`config.mk`:
```
export PLATFORM = sky130hd
export DESIGN_NAME = cspsp_core
export DESIGN_NICKNAME = d
export VERILOG_FILES = /design/src/cspsp_pkg.sv /design/src/cspsp_core.sv
export SDC_FILE = /design/constraint.sdc
export NUM_CORES = 1
export LEC_CHECK = 0
export BUFFER_PORTS_ARGS = -buffer_cell sky130_fd_sc_hd__buf_4
export CAP_MARGIN = 10
export CORE_UTILIZATION = 55
export CTS_CLUSTER_SIZE = 16
export DETAILED_ROUTE_END_ITERATION = 8
export GPL_ROUTABILITY_DRIVEN = 0
export GPL_TIMING_DRIVEN = 0
export PLACE_DENSITY = 0.77
export SYNTH_ARGS = -nofsm -noshare
export SYNTH_HDL_FRONTEND = slang
export SYNTH_SLANG_ARGS = --single-unit
```
`constraint.sdc`:
```
create_clock -name clk_i -period 5.6 [get_ports clk_i]
set_clock_uncertainty 0.1 [all_clocks]
set_input_delay 1.12 -clock clk_i [delete_from_list [all_inputs] [get_ports clk_i]]
set_output_delay 1.12 -clock clk_i [all_outputs]
set_load 0.005 [all_outputs]
```
`src/cspsp_pkg.sv`:
```
// package: register offsets, fields, structs for the scan-out address block
package cspsp_pkg;
  localparam logic [3:0] ADR_ORIGIN_LOW = 4'h0;
  localparam logic [3:0] ADR_ORIGIN_HIGH = 4'h1;
  localparam logic [3:0] ADR_ROW_SCAN = 4'h2;
  localparam logic [3:0] ADR_SPLIT_LINE = 4'h3;
  localparam logic [3:0] ADR_OVERFLOW = 4'h4;
  localparam logic [3:0] ADR_RETRACE_END = 4'h5;
  localparam logic [3:0] ADR_ATTR_INDEX = 4'h6;
  localparam logic [3:0] ADR_PEL_PAN = 4'h7;
  localparam logic [3:0] ADR_IRQ_STATUS = 4'h8;
  localparam logic [3:0] ADR_IRQ_MASK = 4'h9;
  localparam logic [3:0] ADR_SCAN_POS = 4'ha;
  localparam int OVF_SPLIT_BIT = 4;
  localparam int RE_IRQ_ENABLE_BIT = 5;
  localparam int RE_CLEAR_N_BIT = 4;
  localparam int ATTR_PAL_EN_BIT = 5;
  localparam logic [4:0] PEL_PAN_INDEX = 5'h13;
  localparam logic [7:0] OVERFLOW_RST = 8'h00;
  localparam logic [7:0] RETRACE_END_RST = 8'h00;
  localparam logic [9:0] SPLIT_LINE_RST = 10'h3ff;
  localparam logic [4:0] ROW_SCAN_MAX = 5'h0d;
  localparam int ST_FRAME_BIT = 0;
  localparam int ST_SPLIT_BIT = 1;
  localparam int ST_RETRACE_BIT = 2;

  typedef struct packed {
    logic [15:0] origin;
    logic [4:0] row_scan;
    logic [3:0] pel_pan;
  } cspsp_view_t;

  typedef struct packed {
    logic [15:0] addr;
    logic [4:0] row;
    logic [3:0] pan;
    logic split;
  } cspsp_fetch_t;
endpackage

```
`src/cspsp_core.sv`:
```
// scan-out addressing: smooth scroll, pel pan, origin, split screen, retrace irq
`timescale 1ns/100ps
`default_nettype none
module cspsp_core #(
  parameter int H_TOTAL = 100,
  parameter int H_VISIBLE = 80,
  parameter int V_TOTAL = 449,
  parameter int V_VISIBLE = 400,
  parameter int CELL_H = 16,
  parameter int ROW_WORDS = 80
) (
  input wire logic clk_i,
  input wire logic rst_i,
  input wire logic wb_cyc_i,
  input wire logic wb_stb_i,
  input wire logic wb_we_i,
  input wire logic [5:0] wb_adr_i,
  input wire logic [3:0] wb_sel_i,
  input wire logic [31:0] wb_dat_i,
  output logic [31:0] wb_dat_o,
  output logic wb_ack_o,
  output logic wb_err_o,
  output logic irq_o,
  output logic vretrace_o,
  output logic disp_en_o,
  output cspsp_pkg::cspsp_fetch_t fetch_o
);
  ////////////////////////////////////////////////////////////////////////
  // refuse timing that the counters cannot hold
  if (CELL_H < 2 || CELL_H > 32) begin : g_cell_chk
    $error("cspsp_core: cell height out of range");
  end
  if (H_VISIBLE < 1 || H_VISIBLE >= H_TOTAL || H_TOTAL > 128) begin : g_h_chk
    $error("cspsp_core: horizontal timing out of range");
  end
  if (V_VISIBLE < 1 || V_VISIBLE >= V_TOTAL || V_TOTAL > 1023) begin : g_v_chk
    $error("cspsp_core: vertical timing out of range");
  end
  if (ROW_WORDS < 1 || ROW_WORDS > 255) begin : g_row_chk
    $error("cspsp_core: row width out of range");
  end

  typedef struct packed {
    logic ack;
    logic err;
    logic [31:0] rdat;
    logic [15:0] origin;
    logic [4:0] row_scan;
    logic [7:0] split_lo;
    logic [7:0] overflow;
    logic [7:0] retrace_end;
    logic [7:0] attr_index;
    logic [3:0] pel_pan;
    logic [2:0] status;
    logic [2:0] mask;
    logic irq;
    cspsp_pkg::cspsp_view_t view;
    logic [9:0] split_line;
    logic [6:0] hcnt;
    logic [9:0] vcnt;
    logic [4:0] row;
    logic [15:0] row_base;
    logic split;
    logic vret;
    logic den;
    cspsp_pkg::cspsp_fetch_t fetch;
  } cspsp_state_t;

  cspsp_state_t s_r, s_nxt;

  function automatic logic wb_hit(input logic [5:0] adr, input logic [3:0] idx);
    wb_hit = (adr[5:2] == idx);
  endfunction

  logic req;
  logic wr;
  logic [7:0] wbyte;
  logic line_end;
  logic frame_end;
  logic [9:0] split_full;
  assign req = wb_cyc_i && wb_stb_i && !s_r.ack && !s_r.err;
  assign wr = req && wb_we_i && wb_sel_i[0];
  assign wbyte = wb_dat_i[7:0];
  assign line_end = (32'(s_r.hcnt) == H_TOTAL - 1);
  assign frame_end = line_end && (32'(s_r.vcnt) == V_TOTAL - 1);
  assign split_full = {1'b0, s_r.overflow[cspsp_pkg::OVF_SPLIT_BIT], s_r.split_lo};

  ////////////////////////////////////////////////////////////////////////
  always_comb begin
    logic [2:0] ev;
    logic known;
    ev = 3'h0;
    known = 1'b1;
    s_nxt = s_r;
    s_nxt.ack = 1'b0;
    s_nxt.err = 1'b0;
    // bus slave
    if (req) begin
      s_nxt.rdat = 32'h0;
      if (wb_hit(wb_adr_i, cspsp_pkg::ADR_ORIGIN_LOW)) begin
        s_nxt.rdat = {24'h0, s_r.origin[7:0]};
        if (wr) s_nxt.origin[7:0] = wbyte;
      end else if (wb_hit(wb_adr_i, cspsp_pkg::ADR_ORIGIN_HIGH)) begin
        s_nxt.rdat = {24'h0, s_r.origin[15:8]};
        if (wr) s_nxt.origin[15:8] = wbyte;
      end else if (wb_hit(wb_adr_i, cspsp_pkg::ADR_ROW_SCAN)) begin
        s_nxt.rdat = {27'h0, s_r.row_scan};
        if (wr) s_nxt.row_scan = wbyte[4:0];
      end else if (wb_hit(wb_adr_i, cspsp_pkg::ADR_SPLIT_LINE)) begin
        s_nxt.rdat = {24'h0, s_r.split_lo};
        if (wr) s_nxt.split_lo = wbyte;
      end else if (wb_hit(wb_adr_i, cspsp_pkg::ADR_OVERFLOW)) begin
        s_nxt.rdat = {24'h0, s_r.overflow};
        if (wr) s_nxt.overflow = wbyte;
      end else if (wb_hit(wb_adr_i, cspsp_pkg::ADR_RETRACE_END)) begin
        s_nxt.rdat = {24'h0, s_r.retrace_end};
        if (wr) s_nxt.retrace_end = wbyte;
      end else if (wb_hit(wb_adr_i, cspsp_pkg::ADR_ATTR_INDEX)) begin
        s_nxt.rdat = {24'h0, s_r.attr_index};
        if (wr) s_nxt.attr_index = wbyte;
      end else if (wb_hit(wb_adr_i, cspsp_pkg::ADR_PEL_PAN)) begin
        s_nxt.rdat = {28'h0, s_r.pel_pan};
        if (wr) s_nxt.pel_pan = wbyte[3:0];
      end else if (wb_hit(wb_adr_i, cspsp_pkg::ADR_IRQ_STATUS)) begin
        s_nxt.rdat = {29'h0, s_r.status};
        if (!wb_we_i) s_nxt.status = 3'h0;
      end else if (wb_hit(wb_adr_i, cspsp_pkg::ADR_IRQ_MASK)) begin
        s_nxt.rdat = {29'h0, s_r.mask};
        if (wr) s_nxt.mask = wbyte[2:0];
      end else if (wb_hit(wb_adr_i, cspsp_pkg::ADR_SCAN_POS)) begin
        s_nxt.rdat = {6'h0, s_r.row, s_r.split, s_r.vret, s_r.den, 8'h0, s_r.vcnt};
      end else begin
        known = 1'b0;
      end
      s_nxt.ack = known;
      s_nxt.err = !known;
    end
    ////////////////////////////////////////////////////////////////////////
    // raster counters
    s_nxt.hcnt = line_end ? 7'h0 : s_r.hcnt + 7'h1;
    if (line_end) begin
      s_nxt.vcnt = frame_end ? 10'h0 : s_r.vcnt + 10'h1;
      if (frame_end) begin
        // shadow copy taken only at frame start
        s_nxt.view.origin = s_r.origin;
        s_nxt.view.row_scan = s_r.row_scan;
        s_nxt.view.pel_pan = s_r.pel_pan;
        s_nxt.split_line = split_full;
        s_nxt.row = s_r.row_scan;
        s_nxt.row_base = s_r.origin;
        s_nxt.split = 1'b0;
        ev[cspsp_pkg::ST_FRAME_BIT] = 1'b1;
      end else if (s_r.vcnt == s_r.split_line) begin
        s_nxt.row = 5'h0;
        s_nxt.row_base = 16'h0;
        s_nxt.split = 1'b1;
        ev[cspsp_pkg::ST_SPLIT_BIT] = 1'b1;
      end else if (32'(s_r.row) >= CELL_H - 1) begin
        s_nxt.row = 5'h0;
        s_nxt.row_base = s_r.row_base + 16'(ROW_WORDS);
      end else begin
        s_nxt.row = s_r.row + 5'h1;
      end
    end
    s_nxt.vret = (32'(s_nxt.vcnt) >= V_VISIBLE);
    s_nxt.den = (32'(s_nxt.hcnt) < H_VISIBLE) && !s_nxt.vret;
    if (s_nxt.vret && !s_r.vret) ev[cspsp_pkg::ST_RETRACE_BIT] = 1'b1;
    // fetch address; pan applies to both regions
    s_nxt.fetch.addr = s_nxt.row_base + 16'(s_nxt.hcnt);
    s_nxt.fetch.row = s_nxt.row;
    s_nxt.fetch.pan = s_nxt.view.pel_pan;
    s_nxt.fetch.split = s_nxt.split;
    ////////////////////////////////////////////////////////////////////////
    // retrace flip-flop: clear-low holds it off, set wins otherwise
    if (!s_nxt.retrace_end[cspsp_pkg::RE_CLEAR_N_BIT]) s_nxt.irq = 1'b0;
    else if (ev[cspsp_pkg::ST_RETRACE_BIT]) s_nxt.irq = 1'b1;
    s_nxt.status = s_nxt.status | ev;
    s_nxt.irq = s_nxt.irq;
  end

  logic irq_line_nxt;
  logic irq_line_r;
  assign irq_line_nxt = (s_nxt.irq && s_nxt.retrace_end[cspsp_pkg::RE_IRQ_ENABLE_BIT]) ||
                        |(s_nxt.status & s_nxt.mask);

  ////////////////////////////////////////////////////////////////////////
  always_ff @(posedge clk_i) begin
    if (rst_i) begin
      s_r <= '0;
      s_r.overflow <= cspsp_pkg::OVERFLOW_RST;
      s_r.retrace_end <= cspsp_pkg::RETRACE_END_RST;
      s_r.split_lo <= cspsp_pkg::SPLIT_LINE_RST[7:0];
      s_r.split_line <= cspsp_pkg::SPLIT_LINE_RST;
      irq_line_r <= 1'b0;
    end else begin
      s_r <= s_nxt;
      irq_line_r <= irq_line_nxt;
    end
  end

  assign wb_dat_o = s_r.rdat;
  assign wb_ack_o = s_r.ack;
  assign wb_err_o = s_r.err;
  assign irq_o = irq_line_r;
  assign vretrace_o = s_r.vret;
  assign disp_en_o = s_r.den;
  assign fetch_o = s_r.fetch;
endmodule
`default_nettype wire

```
# Word-level counts from Yosys, hierarchy flattened
# Cells that the tools add are included.
[op_classes]
n_addsub = 5
multipliers = 0
div = 0
n_lt_le_gt_ge = 3
eq_ne = 13
shifts = 0
mux = 60
n_bitwise = 10
n_reduce_logical = 29
[ops]
columns = ["op", "count"]
rows = [
  ["$mux 26", 11],
  ["$mux 24", 6],
  ["$mux 32", 1],
  ["$mux 14", 2],
  ["$mux 22", 1],
  ["$mux 21", 1],
  ["$mux 10", 2],
  ["$mux 1", 19],
  ["$mux 18", 1],
  ["$mux 6", 3],
  ["$add 16x7->16", 1],
  ["$add 16x7->16 const B", 1],
  ["$eq 4x3->1 const B", 4],
  ["$mux 16", 1],
  ["$mux 8", 2],
  ["$mux 3", 5],
  ["$eq 4x4->1 const B", 3],
  ["$add 10x1->10 const B", 1],
  ["$eq 10x10->1", 1],
  ["$eq 10x9->1 const B", 1],
  ["$ge 10x9->1 const B", 1],
  ["$reduce_and 10->1", 1],
  ["$logic_and 1x1->1", 9],
  ["$reduce_and 9->1", 1],
  ["27 further kinds", 41],
]
[totals]
reg_bits = 170
latchBits = 0
mem_bits_rw = 0
romBits = 0
in_bits = 47
output_inout_bits = 63
wordCells = 146
mem_count = 0

# Depth between registers and ports, before layout
# Gate-level depths: netlist of run 1.
[logic_depth]
depth_word = 21
depth_mapped = 20

# Least setup slack after synthesis of run 1
# Ideal clock, no wire load.
[synth_timing]
path_kind = "register -> register"
from = "reg s_r[50] (netlist bit)"
to = "reg s_r, in the netlist fetch_o[22]"
setup_time_ps = 128
arrival_ps = 3972
path_slack_ps = 1400
path_stages_with_launch = 21
n_path_buf = 2
period_less_slack_ps = 4200
cell_sequence = "dfxtp_1 > inv_1 > ha_1 > or4b_4 > nor4_4 > and2_1 > clkbuf_1 > or2_2 > clkbuf_1 > nand2_1 > a22o_1 > ha_1 > fa_1 > a21o_1 > a21oi_1 > o21bai_1 > a21oi_1 > o21bai_1 > nor4b_1 > xor2_1 > nor2_1"
[synth_lines]
columns = ["element", "line_no", "rtl"]
rows = [
  ["start, declared", "cspsp_core.sv:69", "cspsp_state_t s_r, s_nxt;"],
  ["start signal, assigned", "cspsp_core.sv:196", "s_r <= s_nxt;"],
]

==> results of run 1 <==
## final cells by class
cell class / count / area [sq um] / share of cell area
buffer: 115 / 671 / 0.0740
timing repair buffer: 62 / 463 / 0.0511
inverter: 16 / 60.1 / 0.00663
clock buffer: 22 / 464 / 0.0512
multi-input combinational: 633 / 3990 / 0.440
clock inverter: 10 / 68.8 / 0.00759
sequential: 156 / 3120 / 0.345
tap: 180 / 225 / 0.0249
## per-layer routing
metal  wire length, um  vias to the layer above  global-route usage
met2              9270                      351               0.447
met4               702                        0               0.133
met5                 0                        -                   0
met1              9410                     3230               0.419
met3              1850                       62              0.0526
li1                  -                     3288                   -
## cells in the mapped netlist, types with 9 or more instances
| cell type | count | area (sq um) |
|---|---|---|
| and2_1 | 15 | 93.8 |
| inv_1 | 15 | 56.3 |
| nand2_1 | 83 | 312 |
| dfxtp_1 | 156 | 3120 |
| buf_4 | 58 | 435 |
| clkbuf_1 | 41 | 154 |
| xnor2_1 | 22 | 193 |
| xor2_1 | 12 | 105 |
| nor3_1 | 19 | 95.1 |
| buf_1 | 9 | 33.8 |
| a21o_1 | 9 | 67.6 |
| nor2_1 | 127 | 477 |
| ha_1 | 13 | 163 |
| nand2b_1 | 10 | 62.6 |
| a22oi_1 | 22 | 165 |
| a21oi_1 | 42 | 210 |
| o21ai_0 | 21 | 105 |
| nor2b_1 | 11 | 68.8 |
| nand3_1 | 25 | 125 |
| mux2i_1 | 67 | 671 |
## worst paths after layout
path	startpoint	endpoint	slack (ns)	cells after the start
max reg2reg	s_r[50]	fetch_o[22]	0.36	20
min	s_r[106]	s_r[106]	0.36	2
max	s_r[50]	fetch_o[22]	0.36	20
min reg2reg	s_r[106]	s_r[106]	0.36	2
## state kept, by name, summed over array words and instances, names as in the netlist
| name | cells |
|---|---|
| wb_err_o | 1 |
| wb_ack_o | 1 |
| wb_dat_o | 18 |
| s_r | 107 |
| vretrace_o | 1 |
| irq_o | 1 |
| disp_en_o | 1 |
| fetch_o | 26 |
## per-stage QoR
step | power, uW | hold WS, ns | setup WS (ns)
2_1_floorplan | 1260 | 0.320 | 1.40
3_3_place_gp | 1320 | 0.341 | 0.527
3_5_place_dp | 1320 | 0.350 | 0.494
4_1_cts | 2340 | 0.357 | 0.463
5_1_grt | 2410 | 0.372 | 0.142
6_report | 2340 | 0.360 | 0.360
## logic make-up after synthesis
kind of cell               share of synthesized area
xor gates and xnor gates                      0.0382
AOI/OAI and AO/OA                              0.142
DFF                                            0.401
adders and majority gates                     0.0235
other                                       0.000482
buffers and inverters                         0.0938
and+or+nand+nor                                0.200
muxes                                          0.101
## tightest hold or removal path, stage by stage, from the launching register on
cell and delay [ns]:
dfxtp_1 0.31, nand2_1 0.05, a21oi_1 0.05
## power breakdown
part | internal, uW | switching [uW] | total [uW]
logic | 65.0 | 101 | 166
clock network | 588 | 455 | 1040
registers | 1120 | 9.56 | 1130
==> impl_metrics.env, run 1 <==
export IMPL_cpMaxStageDelayCell="nor4_4"
export IMPL_drt_iter0_drc=904
export IMPL_clock_sinks=156
export IMPL_synthArstFlopShare=0
export IMPL_cts_setup_buffers=0
export IMPL_final_common_cell="dfxtp_1"
export IMPL_ir_drop_uv=169
export IMPL_placed_area_sq_um=8520
export IMPL_synthDistinctLibCells=71
export IMPL_globalRouteTotalUtil=0.299
export IMPL_grt_overflow=0
export IMPL_cts_tree="done"
export IMPL_die_h_um=121
export IMPL_syn_area_per_cell_sq_um=8.58
export IMPL_start_util=0.563
export IMPL_syn_cell_area_sq_um=7790
export IMPL_slowest_delay_ns=0.49
export IMPL_crit_chain="inv_1 > ha_1 > or4b_4 > nor4_4 > and2_1 > clkbuf_1 > or2_2 > clkbuf_1 > nand2_1 > a22o_1 > ha_1 > fa_1 > a21o_1 > a21oi_1 > o21bai_1 > a21oi_1 > o21bai_1 > nor4b_1 > xor2_1 > nor2_1"
export IMPL_rsz0062_at_grt="no"
export IMPL_syn_inst=907
export IMPL_post_route_util=0.655
export IMPL_numCtsBuffers=17
export IMPL_setup_viol=0
export IMPL_ys_seq_elements=156
export IMPL_worstPathRequired_ns=5.81
export IMPL_drv_slew=0
export IMPL_start_kind="register"
export IMPL_area_delta_synth_final_pct=16.4
export IMPL_drc=0
export IMPL_grt_max_degree=17
export IMPL_path_buf_inv=3
export IMPL_tightest_slew_ns=0.958
export IMPL_fin_area_sq_um=9060
export IMPL_dieArea_sq_um=14600
export IMPL_max_cap_violations=0
export IMPL_fillCellCount=1215
export IMPL_dp_hpwl_mm=15.5
export IMPL_seq_area_frac_synth=0.401
export IMPL_portBuffers=61
export IMPL_htree_levels=4
export IMPL_ctsHoldBuffers=0
export IMPL_first_pass_iters=6
export IMPL_wl_per_cell_um=17.8
export IMPL_fin_cells=1194
export IMPL_synth_edf_count=0
export IMPL_nets=1062
export IMPL_vias=6931
export IMPL_hold_path_class="reg -> reg"
export IMPL_hold_viol=0
export IMPL_ant_nets=0
export IMPL_power_leakage_uw=0.00359
export IMPL_critical_path_top_delay_family="simple AND/OR/NAND/NOR gates"
export IMPL_rows=43
export IMPL_ctsResizeCount=0
export IMPL_die_x_um=121
export IMPL_io_pins=110
export IMPL_grt_pass1_wl_mm=32.9
export IMPL_path_class="reg -> reg"
export IMPL_root_buffer="clkbuf_16"
export IMPL_coreArea_sq_um=13800
export IMPL_power_density_nw_per_um2=258
export IMPL_slew_limit_headroom=0.359
export IMPL_first_global_vias=6043
export IMPL_path_clk_slew_ns=0.06
export IMPL_period_share=0.936
export IMPL_endpoint_kind="register"
export IMPL_via_per_inst=5.80
export IMPL_drive_gt1_frac=0.170
export IMPL_setup_tns_ns=0
export IMPL_synth_flop_cell="dfxtp_1"
export IMPL_clk_latency_ns=0.43
export IMPL_routed_wl_mm=21.2
export IMPL_antenna_cells=0
export IMPL_antenna_found_initial=0
export IMPL_crit_path_max_fanout=7
export IMPL_period_minus_slack_ns=5.24
export IMPL_dp_cells=1161
export IMPL_most_common_layout_cells="156 x dfxtp_1, 127 x nor2_1, 119 x buf_4, 83 x nand2_1, 67 x mux2i_1"
export IMPL_outcome="finished, final reports clean"
export IMPL_cp_data_arrival_time_ns=5.45
export IMPL_fmax_mhz=191
export IMPL_clockBufferDepth=2
export IMPL_yosys_warnings=0
(Power assumes the default switching activity.)
==> run 2: changes to the inputs <==
HOLD_SLACK_MARGIN = 0.12   (was unset)
clock period = 5.1 ns   (was 5.6 ns; I/O delays follow)
==> run 2 against run 1 <==
  * Combinational power increased by 10%
  * Via count decreased by 0.14%
  * Register-to-register slack got worse by 0.22 ns
  * Final cell count decreased by 0.17%
  * Clock power increased by 9.6%
  * Global-route usage unchanged
  * Maximum frequency increased by 5.6%
  * Count of clock-buffer cells in the layout unchanged
  * First-iteration DRC count decreased by 0.77%
==> impl_metrics.env, run 2 (same netlist as run 1, synthesis figures left out) <==
export IMPL_outcome="finished, final reports clean"
export IMPL_cp_data_arrival_time_ns=5.17
export IMPL_power_density_nw_per_um2=284
export IMPL_worstPathRequired_ns=5.31
export IMPL_grt_busiest_layer="met2"
export IMPL_fin_ws_ns=0.138
export IMPL_endpoint_kind="register"
export IMPL_min_path_cells=2
export IMPL_antenna_cells=0
export IMPL_rows=43
export IMPL_nets=1060
export IMPL_place_ws_ns=-0.00607
export IMPL_area_delta_synth_final_pct=16.3
export IMPL_grt_pass1_wl_mm=32.9
export IMPL_cp_startpoint="s_r[50]"
export IMPL_die_h_um=121
export IMPL_first_pass_iters=7
export IMPL_vias=6921
export IMPL_dieArea_sq_um=14600
export IMPL_routed_wl_mm=21.3
export IMPL_die_x_um=121
export IMPL_grt_max_degree=17
export IMPL_setup_viol=0
export IMPL_path_class="reg -> reg"
export IMPL_clockBufferDepth=2
export IMPL_dp_cells=1161
export IMPL_period_minus_slack_ns=4.96
export IMPL_fin_cells=1192
export IMPL_drc=0
export IMPL_via_per_inst=5.81
export IMPL_ctsHoldBuffers=0
export IMPL_final_common_cell="dfxtp_1"
export IMPL_start_kind="register"
export IMPL_regMostFlops="s_r"
export IMPL_max_cap_violations=0
export IMPL_reg2reg_depth=17
export IMPL_largest_reg_flops=107
export IMPL_clock_sinks=156
export IMPL_rsz0062_at_grt="no"
export IMPL_cts_tree="done"
export IMPL_wl_per_cell_um=17.9
export IMPL_numCtsBuffers=17
export IMPL_period_share=0.973
export IMPL_reg2reg_from="s_r[50]"
export IMPL_ant_nets=0
export IMPL_globalRouteTotalUtil=0.299
export IMPL_htree_levels=4
export IMPL_drive_gt1_frac=0.170
export IMPL_cts_setup_buffers=0
export IMPL_finalPower_uw=2570
export IMPL_antenna_found_initial=0
export IMPL_power_leakage_uw=0.00358
export IMPL_io_pins=110
export IMPL_ir_drop_uv=186
export IMPL_hold_viol=0
export IMPL_root_buffer="clkbuf_16"
export IMPL_worstHoldStart="wb_dat_o[6]"
export IMPL_fmax_mhz=202
export IMPL_coreArea_sq_um=13800
export IMPL_met1_usage=0.419
export IMPL_portBuffers=61
export IMPL_tightest_slew_ns=0.973
export IMPL_dp_hpwl_mm=15.5
export IMPL_drt_iter0_drc=897
export IMPL_path_clk_slew_ns=0.06
export IMPL_grt_overflow=0
export IMPL_use_met3=0.0526
export IMPL_start_util=0.563
export IMPL_hold_path_class="reg -> reg"
export IMPL_crit_path_max_fanout=10
export IMPL_first_global_vias=6043
export IMPL_clk_latency_ns=0.43
export IMPL_setup_tns_ns=0
export IMPL_grtUsageMet2=0.447
export IMPL_slew_limit_headroom=0.349
export IMPL_drv_slew=0
export IMPL_most_common_layout_cells="156 x dfxtp_1, 127 x nor2_1, 119 x buf_4, 83 x nand2_1, 67 x mux2i_1"
==> run 2: changes by cell type in the layout (fill, tap and decap cells not counted) <==
cell,delta
clkbuf_1,-2
==> run 2: cell type report <==
class | count | area [sq um]
Fill cell | 1217 | 4770
Inverter | 16 | 60.1
Sequential cell | 156 | 3120
Clock inverter | 10 | 68.8
Clock buffer | 22 | 464
Multi-Input combinational cell | 633 | 3990
Tap cell | 180 | 225
Timing Repair Buffer | 62 | 463
Buffer | 113 | 663
==> run 2: worst paths after layout <==
kind	end	slack, ns
worst max register to register	fetch_o[22]	0.14
worst max-delay path	fetch_o[22]	0.14
worst min register to register	wb_dat_o[6]	0.36
worst min-delay path	wb_dat_o[6]	0.36
==> run 2: where the power goes <==
group          internal, uW  total, uW  leakage, uW  switching [uW]
combinational          71.4        183      0.00207             111
sequential             1230       1240      0.00126            10.4
clock                   645       1140     0.000256             499
==> run 2: worst max-delay path: stages, from the launching register on <==
cell and delay [ns]:
dfxtp_1 0.58, xnor2_1 0.18, nand4_1 0.13, nor4_1 0.64, clkbuf_1 0.55, or2_2 0.32, nand2_1 0.14, a22o_1 0.25
ha_1 0.23, fa_1 0.40, a21o_1 0.18, a21oi_1 0.21, o21bai_1 0.09, a21oi_1 0.24, o21bai_1 0.19, nor4b_1 0.20
xor2_1 0.16, nor2_1 0.05
==> run 2: routing by layer <==
metal / part of all wire / routed length (um)
met1: 0.44 / 9450
met2: 0.44 / 9350
met3: 0.085 / 1810
met4: 0.033 / 696
met5: 0 / 0
==> run 2: stage by stage <==
step / area (sq um) / hold WS (ns) / utilization
CTS: 9060 / 0.357 / 0.655
global route: 9050 / 0.372 / 0.655
floorplan: 7840 / 0.320 / -
detailed placement: 8520 / 0.350 / 0.616
finish: 9050 / 0.361 / 0.655
global placement: 8520 / 0.341 / 0.616
==> run 2: what timing repair did <==
action                                  in CTS  in global routing
gates cloned                                 0                  0
endpoints found under the setup margin       2                  7
gates resized for setup                      0                  0
pin swaps                                    1                  1
==> run 3: changes to the inputs <==
PLACE_DENSITY = 0.83   (was 0.77)
==> run 3 against run 2 <==
  * Combinational power about the same
  * Utilization up 0.69 points
  * Count of clock-buffer cells in the layout down 2
  * Die area unchanged
  * Register-to-register slack better by 0.15 ns
  * Critical path type unchanged
  * Largest cell class unchanged
==> impl_metrics.env, run 3 (same netlist as run 1, synthesis figures left out) <==
export IMPL_dp_hpwl_mm=15.2
export IMPL_die_x_um=121
export IMPL_first_pass_iters=7
export IMPL_setup_viol=0
export IMPL_power_density_nw_per_um2=300
export IMPL_routed_wl_mm=21.7
export IMPL_wl_per_cell_um=18.2
export IMPL_clk_latency_ns=0.43
export IMPL_start_util=0.563
export IMPL_cp_data_arrival_time_ns=5.02
export IMPL_antenna_found_initial=0
export IMPL_die_h_um=121
export IMPL_fin_ws_ns=0.283
export IMPL_period_share=0.945
export IMPL_dr_wl_met2_mm=9.54
export IMPL_io_pins=110
export IMPL_power_leakage_uw=0.00363
export IMPL_path_class="reg -> reg"
export IMPL_reg2reg_depth=17
export IMPL_comb_power_share=0.067
export IMPL_drt_iter0_drc=716
export IMPL_fmax_mhz=208
export IMPL_drive_gt1_frac=0.171
export IMPL_outcome="finished, final reports clean"
export IMPL_ir_drop_uv=232
export IMPL_area_delta_synth_final_pct=17.5
export IMPL_p_sw_frac=0.227
export IMPL_ant_nets=0
export IMPL_grt_max_degree=17
export IMPL_top_layer_used="met4"
export IMPL_p_sw_uw=621
export IMPL_p_clk_frac=0.479
export IMPL_drv_slew=0
export IMPL_seq_power_share=0.454
export IMPL_portBuffers=61
export IMPL_htree_levels=4
export IMPL_dieArea_sq_um=14600
export IMPL_wl_met1_mm=9.23
export IMPL_first_global_vias=6267
export IMPL_regMostFlops="s_r"
export IMPL_r2r_setup_slack_ns=0.28
export IMPL_place_ws_ns=0.102
export IMPL_cp_startpoint="s_r[50]"
export IMPL_cts_tree="done"
export IMPL_period_minus_slack_ns=4.82
export IMPL_crit_end="fetch_o[22]"
export IMPL_finalPower_uw=2740
export IMPL_largest_reg_flops=107
export IMPL_endpoint_kind="register"
export IMPL_globalRouteTotalUtil=0.304
export IMPL_nets=1063
export IMPL_setup_tns_ns=0
export IMPL_fin_area_sq_um=9150
export IMPL_met3_length_mm=2.07
export IMPL_hold_path_class="reg -> reg"
export IMPL_via_per_inst=5.85
export IMPL_post_route_util=0.662
export IMPL_path_clk_slew_ns=0.06
export IMPL_slew_limit_headroom=0.374
export IMPL_root_buffer="clkbuf_16"
export IMPL_clockBufferDepth=2
export IMPL_clock_sinks=156
export IMPL_numCtsBuffers=17
export IMPL_ctsHoldBuffers=0
export IMPL_most_common_layout_cells="156 x dfxtp_1, 127 x nor2_1, 121 x buf_4, 83 x nand2_1, 67 x mux2i_1"
export IMPL_rsz0062_at_grt="no"
export IMPL_start_kind="register"
export IMPL_placed_area_sq_um=8530
export IMPL_final_common_cell="dfxtp_1"
export IMPL_internal_power_uw=2120
export IMPL_coreArea_sq_um=13800
export IMPL_tightest_slew_ns=0.936
export IMPL_antenna_cells=0
export IMPL_drc=0
export IMPL_grt_pass1_wl_mm=33.7
export IMPL_hold_viol=0
export IMPL_rows=43
export IMPL_worstPathRequired_ns=5.30
export IMPL_max_cap_violations=0
export IMPL_grt_overflow=0
export IMPL_vias=6992
export IMPL_worstReg2RegEnd="fetch_o[22]"
export IMPL_reg2reg_from="s_r[50]"
export IMPL_crit_path_max_fanout=10
-- run 3: worst min-delay path by stage --
stage | end | depth (start not counted) | start
3_5_place_dp | s_r[102] | 2 | s_r[102]
4_1_cts | s_r[106] | 2 | s_r[106]
3_3_place_gp | wb_dat_o[5] | 2 | wb_dat_o[5]
2_1_floorplan | s_r[102] | 2 | s_r[102]
6_report | wb_dat_o[0] | 2 | wb_dat_o[0]
5_1_grt | wb_dat_o[0] | 2 | wb_dat_o[0]
-- run 3: power by group through the flow --
stage	clock network, uW	logic, uW	registers, uW
after global placement	0	174	1270
after CTS	1320	178	1240
after floorplan	0	114	1270
final	1310	183	1240
after detailed placement	0	177	1270
after global routing	1380	197	1250
-- run 3: layer usage --
layer | vias to the layer above | GRT usage
met5 | - | 0
met4 | 0 | 0.149
met3 | 74 | 0.0672
met2 | 391 | 0.455
met1 | 3252 | 0.413
li1 | 3275 | -
-- run 3: area by class of cell --
cell class	instances	area [sq um]
buffer	114	667
clock buffer	20	437
clock inverter	12	171
fill	1124	4680
inverter	16	60.1
multi-input combinational	633	3990
sequential	156	3120
tap	180	225
timing repair buffer	64	478
-- run 3: what timing repair did --
action | CTS | global route
hold endpoints to repair | 0 | 0
buffers inserted | 0 | 1
resized for setup | 0 | 1
setup endpoints to repair | 0 | 7
-- run 3: per-stage QoR --
step / hold WS [ns] / instances
finish: 0.361 / 1195
global route: 0.370 / 1195
CTS: 0.359 / 1194
detailed placement: 0.348 / 1162
global placement: 0.341 / 1161
floorplan: 0.320 / 920
-- run 3: critical path: stages, from the launching register on --
cell and delay (ns):
dfxtp_1 0.59, xnor2_1 0.18, nand4_1 0.17, nor4_2 0.49, clkbuf_1 0.54, or2_2 0.31, nand2_1 0.13, a22o_1 0.25
ha_1 0.23, fa_1 0.41, a21o_1 0.18, a21oi_1 0.22, o21bai_1 0.09, a21oi_1 0.22, o21bai_1 0.17, nor4b_1 0.19
xor2_1 0.17, nor2_1 0.05
